`src/rtl/sfr_regs.svh`:
```
// timing and layout constants for the switch fault and retry logic
`ifndef SFR_REGS_SVH
`define SFR_REGS_SVH
`define SFR_NUM_OUT        4
`define SFR_RETRY_MAX      16
`define SFR_RETRY_PERIOD_US 150
`define SFR_LED_PERIOD_US  2000
`define SFR_CLK_MHZ        20
`define SFR_RETRY_CYC      (`SFR_RETRY_PERIOD_US * `SFR_CLK_MHZ)
`define SFR_LED_CYC        (`SFR_LED_PERIOD_US * `SFR_CLK_MHZ)
`define SFR_DUTY_FULL      7'h7F
`endif

```
`src/rtl/sfr_pkg.sv`:
```
// types shared by the switch fault and retry logic
package sfr_pkg;
  typedef enum logic [1:0]
  {
    SFR_RT_IDLE = 2'b00,
    SFR_RT_WAIT = 2'b01,
    SFR_RT_DONE = 2'b10
  } sfr_rt_e;
endpackage : sfr_pkg

```
`src/rtl/sfr_fault.sv`:
```
// fault latching, clearing, autoretry and diagnostic flags, four outputs
`timescale 1ns/1ps
`include "sfr_regs.svh"
// Summary of operation
// RL1 - battery low: all outputs off, fault pin low, supply-low flag set
// RL2 - battery back, commands off: pin high, flag held until status read
// RL3 - battery back, command on: pin stays low, output stays latched off
// RL4 - latched fault clears after condition ends plus retry, toggle or reset
// RL5 - logic-supply fail or power-on reset clears every latched fault; code skips the logic-fail clear while battery is low
// RL6 - retry request is overcurrent or overtemp of output or supply-low
// RL7 - retry after one retry period, at most 16 retries per output
// RL8 - retry counters cleared on any normal/fail-safe mode change
// RL9 - each retry restores default inrush overcurrent profile
// RL10 - short to supply while off latches short and off-openload flags
// RL11 - status read clears short flag once short has gone
// RL12 - short detection disableable per output
// RL13 - off openload latches flag, read clears it once gone and pin high
// RL14 - off openload detection disableable per output
// RL15 - on openload sets flag, no effect on output or fault pin
// RL16 - LED mode: on openload checked each period only at full duty
// RL17 - on openload flag clears after condition gone and read; disableable
// RL18 - in normal mode temperature prewarning latches, cleared by read
// RL19 - supply above clamp: cancel turn-off, switch all outputs on
// RL20 - logic-supply fail with enable set returns settings to defaults
// RL21 - without logic supply direct inputs drive outputs, zero settings
// RL22 - battery loss with logic good keeps settings, reports supply-low
// RL23 - fault pin low for present faults or latched pin faults
// RL24 - latched flags returned then cleared by first valid status read
module sfr_fault #(
  parameter int N         = `SFR_NUM_OUT,
  parameter int RETRY_MAX = `SFR_RETRY_MAX,
  parameter int RETRY_CYC = `SFR_RETRY_CYC,
  parameter int LED_CYC   = `SFR_LED_CYC
) (
  input  wire logic         sys_clk,
  input  wire logic         rst_b,
  input  wire logic         batt_low_pin,
  input  wire logic         clamp_pin,
  input  wire logic [N-1:0] overcurrent_pin,
  input  wire logic [N-1:0] overtemp_pin,
  input  wire logic [N-1:0] short_pin,
  input  wire logic [N-1:0] openload_off_pin,
  input  wire logic [N-1:0] openload_on_pin,
  input  wire logic         prewarn_pin,
  input  wire logic         logic_fail_pin,
  input  wire logic [N-1:0] direct_in,
  input  wire logic [N-1:0] spi_cmd_on,
  input  wire logic [6:0]   duty_code,
  input  wire logic         normal_mode,
  input  wire logic         status_read,
  input  wire logic         fail_clear_en,
  input  wire logic         retry_disable,
  input  wire logic [N-1:0] short_detect_disable,
  input  wire logic [N-1:0] off_openload_disable,
  input  wire logic [N-1:0] on_openload_disable,
  input  wire logic [N-1:0] led_threshold_select,
  output logic      [N-1:0] switch_output,
  output logic              fault_report_pin_b,
  output logic              supply_low_flag,
  output logic      [N-1:0] overcurrent_flag,
  output logic      [N-1:0] overtemp_flag,
  output logic      [N-1:0] short_to_supply_flag,
  output logic      [N-1:0] off_state_openload_flag,
  output logic      [N-1:0] on_state_openload_flag,
  output logic              temp_prewarning_flag,
  output logic      [N-1:0] inrush_restart,
  output logic              settings_clear
);
  localparam int SW = 4 * N + 4;
  localparam int RW = $clog2(RETRY_MAX + 1);
  if (N < 1 || RETRY_MAX < 1)
  begin : g_bad_par
    $error("sfr_fault: bad parameters");
  end
  // ****************************************************************
  // pin synchronisers
  // ****************************************************************
  logic [SW-1:0] raw;
  logic [SW-1:0] syn;
  sfr_sync #(.W(SW)) u_sync (
    .sys_clk (sys_clk),
    .rst_b   (rst_b),
    .din     ({batt_low_pin, clamp_pin, prewarn_pin, logic_fail_pin,
                overcurrent_pin, overtemp_pin, short_pin, openload_off_pin}),
    .dout    (syn)
  );
  assign raw = syn;
  logic         c_uv;
  logic         c_clamp;
  logic         c_prew;
  logic         c_lfail;
  logic [N-1:0] c_oc;
  logic [N-1:0] c_ot;
  logic [N-1:0] c_os;
  logic [N-1:0] c_oloff;
  assign {c_uv, c_clamp, c_prew, c_lfail, c_oc, c_ot, c_os, c_oloff} = raw;
  logic [N-1:0] c_olon;
  sfr_sync #(.W(N)) u_sync_on (
    .sys_clk (sys_clk),
    .rst_b   (rst_b),
    .din     (openload_on_pin),
    .dout    (c_olon)
  );
  // ****************************************************************
  // timers
  // ****************************************************************
  logic retry_tick;
  logic led_tick;
  sfr_timer #(.CYC(RETRY_CYC)) u_rtmr (
    .sys_clk (sys_clk),
    .rst_b   (rst_b),
    .restart (1'b0),
    .tick    (retry_tick)
  );
  sfr_timer #(.CYC(LED_CYC)) u_ltmr (
    .sys_clk (sys_clk),
    .rst_b   (rst_b),
    .restart (1'b0),
    .tick    (led_tick)
  );
  // ****************************************************************
  // state
  // ****************************************************************
  typedef struct packed
  {
    logic [N-1:0]         latch_off;
    logic [N-1:0]         cmd_prev;
    logic [N-1:0][RW-1:0] rcnt;
    sfr_pkg::sfr_rt_e [N-1:0] rst_st;
    logic [N-1:0]         inrush;
    logic                 mode_prev;
    logic                 lfail_prev;
    logic                 uv;
    logic [N-1:0]         oc;
    logic [N-1:0]         ot;
    logic [N-1:0]         os;
    logic [N-1:0]         oloff;
    logic [N-1:0]         olon;
    logic                 prew;
    logic                 clr_set;
    logic [N-1:0]         sw;
    logic                 fs_b;
  } sfr_st_s;
  sfr_st_s st_ff;
  sfr_st_s nxt_st;
  // effective settings are zero while logic supply is gone
  logic [N-1:0] eff_osdis;
  logic [N-1:0] eff_oloffdis;
  logic [N-1:0] eff_olondis;
  logic [N-1:0] eff_led;
  logic [N-1:0] cmd;
  logic         eff_rdis;
  always_comb
  begin
    eff_osdis    = c_lfail ? '0 : short_detect_disable;   // RL12 RL21
    eff_oloffdis = c_lfail ? '0 : off_openload_disable;   // RL14 RL21
    eff_olondis  = c_lfail ? '0 : on_openload_disable;    // RL17
    eff_led      = c_lfail ? '0 : led_threshold_select;
    eff_rdis     = c_lfail ? 1'b0 : retry_disable;
    cmd          = c_lfail ? direct_in : (direct_in | spi_cmd_on);  // RL21
  end
  logic [N-1:0] det_os;
  logic [N-1:0] det_oloff;
  logic [N-1:0] det_olon;
  logic         lfail_rise;
  logic         mode_chg;
  always_comb
  begin
    nxt_st     = st_ff;
    det_os     = c_os & ~cmd & ~eff_osdis;                 // RL10 RL12
    det_oloff  = (c_oloff | det_os) & ~cmd & ~eff_oloffdis; // RL10 RL13
    for (int i = 0; i < N; i++)
    begin
      // LED threshold only sampled on the periodic check at full duty
      if (eff_led[i])
        det_olon[i] = led_tick && duty_code == `SFR_DUTY_FULL &&
                      st_ff.sw[i] && c_olon[i];              // RL16
      else
        det_olon[i] = st_ff.sw[i] & c_olon[i];               // RL15
    end
    det_olon   = det_olon & ~eff_olondis;                   // RL17
    lfail_rise = c_lfail & ~st_ff.lfail_prev;
    mode_chg   = normal_mode != st_ff.mode_prev;
    nxt_st.mode_prev  = normal_mode;
    nxt_st.lfail_prev = c_lfail;
    nxt_st.cmd_prev   = cmd;
    nxt_st.clr_set    = lfail_rise & fail_clear_en;         // RL20
    nxt_st.inrush     = '0;
    // read clears only gone conditions; a new event the same cycle wins
    if (status_read)                                        // RL24
    begin
      nxt_st.uv    = c_uv;                                  // RL2 RL22
      nxt_st.oc    = c_oc;
      nxt_st.ot    = c_ot;
      nxt_st.os    = c_os & st_ff.os;                       // RL11
      nxt_st.oloff = st_ff.fs_b ? '0 : st_ff.oloff;         // RL13
      nxt_st.olon  = c_olon & st_ff.olon;                   // RL17
      nxt_st.prew  = 1'b0;                                  // RL18
    end
    nxt_st.uv    = nxt_st.uv | c_uv;                        // RL1
    nxt_st.oc    = nxt_st.oc | (c_oc & st_ff.sw);
    nxt_st.ot    = nxt_st.ot | c_ot;
    nxt_st.os    = nxt_st.os | det_os;                      // RL10
    nxt_st.oloff = nxt_st.oloff | det_oloff;                // RL10 RL13
    nxt_st.olon  = nxt_st.olon | det_olon;                  // RL15
    nxt_st.prew  = nxt_st.prew | (normal_mode & c_prew);    // RL18
    for (int i = 0; i < N; i++)
    begin
      // output latch: oc, ot while on, and undervoltage while on
      if (cmd[i] && (c_oc[i] || c_ot[i] || c_uv))           // RL1 RL3
        nxt_st.latch_off[i] = 1'b1;
      else if (!st_ff.cmd_prev[i] && cmd[i] && !c_oc[i] && !c_ot[i])
      begin
        nxt_st.latch_off[i] = 1'b0;                         // RL4
        nxt_st.inrush[i]    = 1'b1;
      end
      unique case (st_ff.rst_st[i])
        sfr_pkg::SFR_RT_IDLE:
        begin
          if (st_ff.latch_off[i] && !eff_rdis &&
              (st_ff.oc[i] || st_ff.ot[i] || st_ff.uv))     // RL6
            nxt_st.rst_st[i] = sfr_pkg::SFR_RT_WAIT;
        end
        sfr_pkg::SFR_RT_WAIT:
        begin
          if (!st_ff.latch_off[i])
            nxt_st.rst_st[i] = sfr_pkg::SFR_RT_IDLE;
          else if (retry_tick && !c_oc[i] && !c_ot[i] && !c_uv)
          begin
            nxt_st.latch_off[i] = 1'b0;                     // RL4 RL7
            nxt_st.inrush[i]    = 1'b1;                     // RL9
            nxt_st.rcnt[i]      = st_ff.rcnt[i] + RW'(1);
            nxt_st.rst_st[i]    = (st_ff.rcnt[i] == RW'(RETRY_MAX - 1)) ?
                                  sfr_pkg::SFR_RT_DONE : sfr_pkg::SFR_RT_IDLE;
          end
        end
        sfr_pkg::SFR_RT_DONE:
          nxt_st.rst_st[i] = sfr_pkg::SFR_RT_DONE;          // RL7
        default:
          nxt_st.rst_st[i] = sfr_pkg::SFR_RT_IDLE;
      endcase
    end
    if (mode_chg)                                           // RL8
    begin
      nxt_st.rcnt      = '0;
      for (int i = 0; i < N; i++)
        nxt_st.rst_st[i] = sfr_pkg::SFR_RT_IDLE;
      nxt_st.latch_off = '0;
    end
    if (lfail_rise && !c_uv)                                // RL5
    begin
      nxt_st.latch_off = '0;
      nxt_st.uv        = 1'b0;
      nxt_st.oc        = '0;
      nxt_st.ot        = '0;
    end
    // clamp overrides every turn-off path
    if (c_clamp)                                            // RL19
      nxt_st.sw = '1;
    else if (c_uv)
      nxt_st.sw = '0;                                       // RL1
    else
      nxt_st.sw = cmd & ~nxt_st.latch_off & ~c_oc & ~c_ot;
    nxt_st.fs_b = !(c_uv || (|nxt_st.latch_off) || (|c_ot) ||
                    (|det_os) || (|det_oloff));             // RL23 RL2 RL3
  end
  always_ff @(posedge sys_clk or negedge rst_b)
  begin
    if (!rst_b)
    begin
      st_ff      <= '0;
      st_ff.fs_b <= 1'b1;
      // matches the normal mode level, so reset is not taken as a mode change
      st_ff.mode_prev <= 1'b1;
    end
    else
      st_ff <= nxt_st;
  end
  assign switch_output           = st_ff.sw;
  assign fault_report_pin_b      = st_ff.fs_b;
  assign supply_low_flag         = st_ff.uv;
  assign overcurrent_flag        = st_ff.oc;
  assign overtemp_flag           = st_ff.ot;
  assign short_to_supply_flag    = st_ff.os;
  assign off_state_openload_flag = st_ff.oloff;
  assign on_state_openload_flag  = st_ff.olon;
  assign temp_prewarning_flag    = st_ff.prew;
  assign inrush_restart          = st_ff.inrush;
  assign settings_clear          = st_ff.clr_set;
  // ****************************************************************
  // checks
  // ****************************************************************
  uv_outputs_off_a : assert property (@(posedge sys_clk) disable iff (!rst_b) // RL1
    (c_uv && !c_clamp) |=> (switch_output == '0 && !fault_report_pin_b && supply_low_flag))
    else $error("undervoltage did not force outputs off");
  clamp_all_on_a : assert property (@(posedge sys_clk) disable iff (!rst_b) // RL19
    c_clamp |=> switch_output == '1)
    else $error("clamp did not switch outputs on");
  uv_flag_hold_a : assert property (@(posedge sys_clk) disable iff (!rst_b) // RL2
    (supply_low_flag && !status_read && !lfail_rise) |=> supply_low_flag)
    else $error("supply low flag dropped without read");
  prew_hold_a : assert property (@(posedge sys_clk) disable iff (!rst_b) // RL18
    (temp_prewarning_flag && !status_read) |=> temp_prewarning_flag)
    else $error("prewarning dropped without read");
  mode_clear_a : assert property (@(posedge sys_clk) disable iff (!rst_b) // RL8
    mode_chg |=> (st_ff.rcnt == '0))
    else $error("retry counters not cleared on mode change");
  olon_no_pin_a : assert property (@(posedge sys_clk) disable iff (!rst_b) // RL15
    (det_olon[0] && cmd[0] && fault_report_pin_b && !c_uv && !(|c_oc) && !(|c_ot) &&
     !(|det_os) && !(|det_oloff)) |=> (switch_output[0] && fault_report_pin_b))
    else $error("on openload disturbed output or fault pin");
  short_latch_a : assert property (@(posedge sys_clk) disable iff (!rst_b) // RL10
    det_os[0] |=> (short_to_supply_flag[0] && off_state_openload_flag[0] ||
                   eff_oloffdis[0]) && !fault_report_pin_b)
    else $error("short to supply not latched");
  settings_clear_a : assert property (@(posedge sys_clk) disable iff (!rst_b) // RL20
    (lfail_rise && fail_clear_en) |=> settings_clear)
    else $error("settings not cleared on logic supply fail");
  retry_limit_a : assert property (@(posedge sys_clk) disable iff (!rst_b) // RL7
    st_ff.rst_st[0] == sfr_pkg::SFR_RT_DONE |-> st_ff.rcnt[0] == RW'(RETRY_MAX))
    else $error("retry count exceeded");
endmodule : sfr_fault

```
`src/rtl/sfr_sync.sv`:
```
// three-stage pin synchroniser with agreement filter
`timescale 1ns/1ps
module sfr_sync #(
  parameter int W = 1
) (
  input  wire logic         sys_clk,
  input  wire logic         rst_b,
  input  wire logic [W-1:0] din,
  output logic      [W-1:0] dout
);
  typedef struct packed
  {
    logic [W-1:0] s1;
    logic [W-1:0] s2;
    logic [W-1:0] s3;
    logic [W-1:0] q;
  } sfr_sync_s;
  sfr_sync_s st_ff;
  sfr_sync_s nxt_st;
  always_comb
  begin
    nxt_st    = st_ff;
    nxt_st.s1 = din;
    nxt_st.s2 = st_ff.s1;
    nxt_st.s3 = st_ff.s2;
    for (int i = 0; i < W; i++)
    begin
      // change counts only once stages two and three agree
      if (st_ff.s2[i] == st_ff.s3[i])
        nxt_st.q[i] = st_ff.s3[i];
    end
  end
  always_ff @(posedge sys_clk or negedge rst_b)
  begin
    if (!rst_b)
      st_ff <= '0;
    else
      st_ff <= nxt_st;
  end
  assign dout = st_ff.q;
endmodule : sfr_sync

```
`src/rtl/sfr_timer.sv`:
```
// free-running period tick divider
`timescale 1ns/1ps
module sfr_timer #(
  parameter int CYC = 3000
) (
  input  wire logic sys_clk,
  input  wire logic rst_b,
  input  wire logic restart,
  output logic      tick
);
  localparam int CW = $clog2(CYC + 1);
  // a period under two cycles would leave no idle count between ticks
  if (CYC < 2)
  begin : g_bad_cyc
    $error("sfr_timer: CYC too small");
  end
  typedef struct packed
  {
    logic [CW-1:0] cnt;
    logic          tk;
  } sfr_tmr_s;
  sfr_tmr_s st_ff;
  sfr_tmr_s nxt_st;
  always_comb
  begin
    nxt_st    = st_ff;
    nxt_st.tk = 1'b0;
    if (restart)
      nxt_st.cnt = '0;
    else if (st_ff.cnt == CW'(CYC - 1))
    begin
      nxt_st.cnt = '0;
      nxt_st.tk  = 1'b1;
    end
    else
      nxt_st.cnt = st_ff.cnt + CW'(1);
  end
  always_ff @(posedge sys_clk or negedge rst_b)
  begin
    if (!rst_b)
      st_ff <= '0;
    else
      st_ff <= nxt_st;
  end
  assign tick = st_ff.tk;
endmodule : sfr_timer

```
`config.mk`:
```
export PLATFORM = sky130hd
export DESIGN_NAME = sfr_fault
export DESIGN_NICKNAME = d
export VERILOG_FILES = /design/src/rtl/sfr_pkg.sv /design/src/rtl/sfr_fault.sv /design/src/rtl/sfr_sync.sv /design/src/rtl/sfr_timer.sv
export VERILOG_INCLUDE_DIRS = /design/src /design/src/rtl
export SDC_FILE = /design/constraint.sdc
export NUM_CORES = 1
export LEC_CHECK = 0
export ABC_AREA = 1
export BUFFER_PORTS_ARGS = -buffer_cell sky130_fd_sc_hd__buf_2
export CELL_PAD_IN_SITES_DETAIL_PLACEMENT = 1
export CELL_PAD_IN_SITES_GLOBAL_PLACEMENT = 2
export CORE_ASPECT_RATIO = 2
export CORE_MARGIN = 4
export CORE_UTILIZATION = 35
export CTS_BUF_LIST = sky130_fd_sc_hd__clkbuf_4 sky130_fd_sc_hd__clkbuf_8
export CTS_CLUSTER_SIZE = 30
export DETAILED_ROUTE_END_ITERATION = 6
export HOLD_SLACK_MARGIN = 0.05
export PLACE_DENSITY_LB_ADDON = 0.1
export SYNTH_ARGS = -nofsm -noshare
export SYNTH_HDL_FRONTEND = slang
export SYNTH_SLANG_ARGS = --single-unit
```
`constraint.sdc`:
```
create_clock -name sys_clk -period 1.5 [get_ports sys_clk]
set_clock_uncertainty 0.15 [all_clocks]
set_input_delay 0.3 -clock sys_clk [delete_from_list [all_inputs] [get_ports sys_clk]]
set_output_delay 0.3 -clock sys_clk [all_outputs]
set_load 0.005 [all_outputs]
```
==> flow_metrics.env <==
export IMPL_multiInputGateArea_um2=3208
export IMPL_initial_utilization_pct=35.44
export IMPL_drtIter0Drc=150
export IMPL_drc=0
export IMPL_critical_path_max_stage_delay_ns=0.61
export IMPL_ys_ff_latch=196
export IMPL_min_delay_start="off_openload_disable[3]"
export IMPL_grt_pass1_vias=7174
export IMPL_dieWidth_um=113.7
export IMPL_crit_slowest_cell="dfstp_2"
export IMPL_crit_type="register to output port"
export IMPL_clockBufferDepth=2
export IMPL_vias=6358
export IMPL_fin_util_pct=52.57
export IMPL_place_hpwl_mm=16.53
export IMPL_syn_area_per_cell_um2=10.22
export IMPL_clk_transition_reported_paths_ns=0.11
export IMPL_cp_cell_sequence="buf_6"
export IMPL_gr_usage_all_layers_pct=19.71
export IMPL_antenna_cells=0
export IMPL_port_buffers=92
export IMPL_synth_area_um2=7820
export IMPL_finalCriticalPeriod_ns=1.672
export IMPL_status="finished with violations"
export IMPL_clock_latency_ns=0.50
export IMPL_drt_total_wl_mm=23.46
export IMPL_rsz0062_at_grt="true"
export IMPL_startpoint="fault_report_pin_b"
export IMPL_max_freq_mhz=598.0
export IMPL_min_period_over_period_pct=111.5
export IMPL_setup_violations=50
export IMPL_grt_first_pass_wirelength_mm=37.48
export IMPL_cts_tree="yes"
export IMPL_grt_max_degree=81
export IMPL_slew_viol_final=0
export IMPL_first_pass_iters=4
export IMPL_min_path_type="input port to register"
export IMPL_antenna_left=0
export IMPL_syn_inst=765
export IMPL_ir_drop_uv=839.9
export IMPL_nFillCells=2405
export IMPL_cts_htree_levels=4
export IMPL_wl_per_cell_um=17.61
export IMPL_clockRootBuffer="clkbuf_8"
export IMPL_die_area_um2=24940
export IMPL_ios=93
export IMPL_p_total_mw=11.25
export IMPL_rows=77
export IMPL_crit_fanout=2
export IMPL_cp_num_buf_inv=1
export IMPL_place_congestion=0.8425
export IMPL_tightest_slew_ns=0.4705
export IMPL_end_kind="output port"
export IMPL_synth_distinct_cells=41
export IMPL_slew_headroom_pct=68.64
export IMPL_clock_sinks=196
export IMPL_leakagePower_nw=5.468
export IMPL_die_h_um=219.4
export IMPL_finalNetCount=1114
export IMPL_drive_gt1_share_pct=44.70
export IMPL_regArea_um2=4921
export IMPL_r2r_start="u_sync.dout[19]"
export IMPL_area_delta_synth_final_pct=48.32
export IMPL_whs_ns=0.08861
export IMPL_finalHoldViolations=0
export IMPL_postSynthNetCount=836
export IMPL_setup_worst_path_start_class="register"
export IMPL_arrival_ns=1.22
export IMPL_synth_seq_area_share_pct=62.75
export IMPL_coreArea_um2=22060
export IMPL_numCtsBuffers=17
export IMPL_max_cap_violations=0
export IMPL_failed_checks="negative setup slack"
export IMPL_cp_required_ns=1.05
export IMPL_setup_slack_ns=-0.1722
export IMPL_yosys_warnings=0
export IMPL_grt_antenna_before_repair=0
export IMPL_gr_total_overflow=0
export IMPL_viasPerCell=4.773
export IMPL_p_per_area_nw_per_um2=969.9
export IMPL_cpLargestDelayFamily="flip-flops"
[report_power, final]
group / internal, mW / total (mW) / switching (mW)
sequential: 5.62 / 5.87 / 0.251
combinational: 0.896 / 1.89 / 0.991
clock: 1.48 / 3.49 / 2.01
[repair_timing]
item / in CTS / in global routing
hold buffers: 48 / 0
buffers inserted: 34 / 28
pin swaps: 48 / 51
gates resized for setup: 151 / 137
hold endpoints to repair: 236 / 0
cloned: 0 / 0
endpoints found under the setup margin: 86 / 97
[cells by family (layout without fill, tap and decap cells)]
kind of cell	after synthesis	count (layout)	synth area share, %
XOR/XNOR	13	13	1.552
buffers and inverters	133	424	7.872
AND/OR/NAND/NOR	297	297	16.72
flip-flops	196	196	62.75
AO/OA/AOI/OAI	92	92	6.432
adder cells (fa/ha/maj)	34	34	4.672
[registers in the layout (all words and copies together), names as in the netlist, 8 cells and up]
register          cells
u_sync_on.nxt_st      8
st_ff                38
u_sync.nxt_st        40
u_sync.dout          20
u_ltmr.st_ff         16
u_sync.st_ff         20
u_rtmr.st_ff         12
[per-layer routing]
layer  share of wire [%]  global-route usage [%]  routed length (um)  vias up
met5                   0                       0                   0        -
met4                 4.9                   9.747                1139        0
met1                  34                   19.78                8009     3180
li1                    -                       -                   -     2993
met3                 2.9                   4.139                 675       65
met2                  58                   37.50               13640      120
[layout make-up]
| class | instances | share of cell area (%) |
|---|---|---|
| Clock buffer | 20 | 2.319 |
| Tap cell | 276 | 2.977 |
| Multi-Input combinational cell | 436 | 27.66 |
| Sequential cell | 196 | 42.43 |
| Clock inverter | 12 | 1.176 |
| Inverter | 98 | 3.344 |
| Timing Repair Buffer | 294 | 20.10 |
[final timing paths]
| check | end | slack [ns] | depth (start not counted) |
|---|---|---|---|
| worst max-delay path | fault_report_pin_b | -0.17 | 1 |
| worst min-delay path | off_state_openload_flag[3] | 0.09 | 5 |
| worst max register to register | fault_report_pin_b | -0.15 | 9 |
| worst min register to register | u_sync.nxt_st[37] | 0.21 | 0 |
| max in group asynchronous | on_state_openload_flag[1] | 0.55 | 3 |
| min in group asynchronous | overtemp_flag[1] | 0.23 | 3 |
[synthesized netlist by cell type (all sizes together)]
cell      n  share of area (%)
o22ai     3               0.24
nor4b     1               0.11
buf      32                3.0
ha       10                1.6
nor4      5               0.59
maj3     24                3.1
nor3b     1              0.096
o311ai    1               0.11
o31ai     1              0.096
a22o      1               0.11
xor2     11                1.2
nand4    12               0.96
nand3    40                2.6
nor2     88                4.4
nor3     19                1.3
xnor2     2               0.32
a31oi     4               0.32
o21a      1              0.096
or2       1              0.080
a21oi    28                1.8
inv      98                4.7
a21boi    1              0.096
o21ai    48                3.1
dfstp     2               0.67
a211oi    3               0.29
a32oi     1               0.11
nand2   130                6.6
dfrtp   194                 62
clkbuf    3               0.14
[metrics by stage]
stage	std cells	setup slack, ns	instance area [um2]	setup TNS [ns]
after global placement	1190	-0.2717	9149	-4.699
after global routing	1332	-0.2218	11600	-7.342
after detailed placement	1190	-0.2963	9149	-6.054
final	1332	-0.1722	11600	-2.188
after floorplan	765	0.003413	7841	0
after CTS	1304	-0.2270	10840	-2.339
[cells in the final DEF (no fill, tap or decap), types with 16 or more instances in the layout]
| cell | synthesis | layout |
|---|---|---|
| o21ai_0 | 40 | 17 |
| nand3_2 | 0 | 17 |
| nand2_2 | 6 | 17 |
| buf_2 | 3 | 85 |
| a21oi_1 | 27 | 16 |
| buf_4 | 28 | 119 |
| nor2_2 | 6 | 21 |
| buf_6 | 1 | 34 |
| nand3_1 | 40 | 16 |
| dlygate4sd3_1 | 0 | 48 |
| nor2_4 | 0 | 18 |
| maj3_1 | 24 | 24 |
| nor2_1 | 82 | 49 |
| o21ai_2 | 1 | 16 |
| nand2_1 | 122 | 97 |
| inv_1 | 94 | 80 |
| clkbuf_8 | 0 | 20 |
| dfrtp_1 | 194 | 183 |
Power figures use the tool's default switching activity.
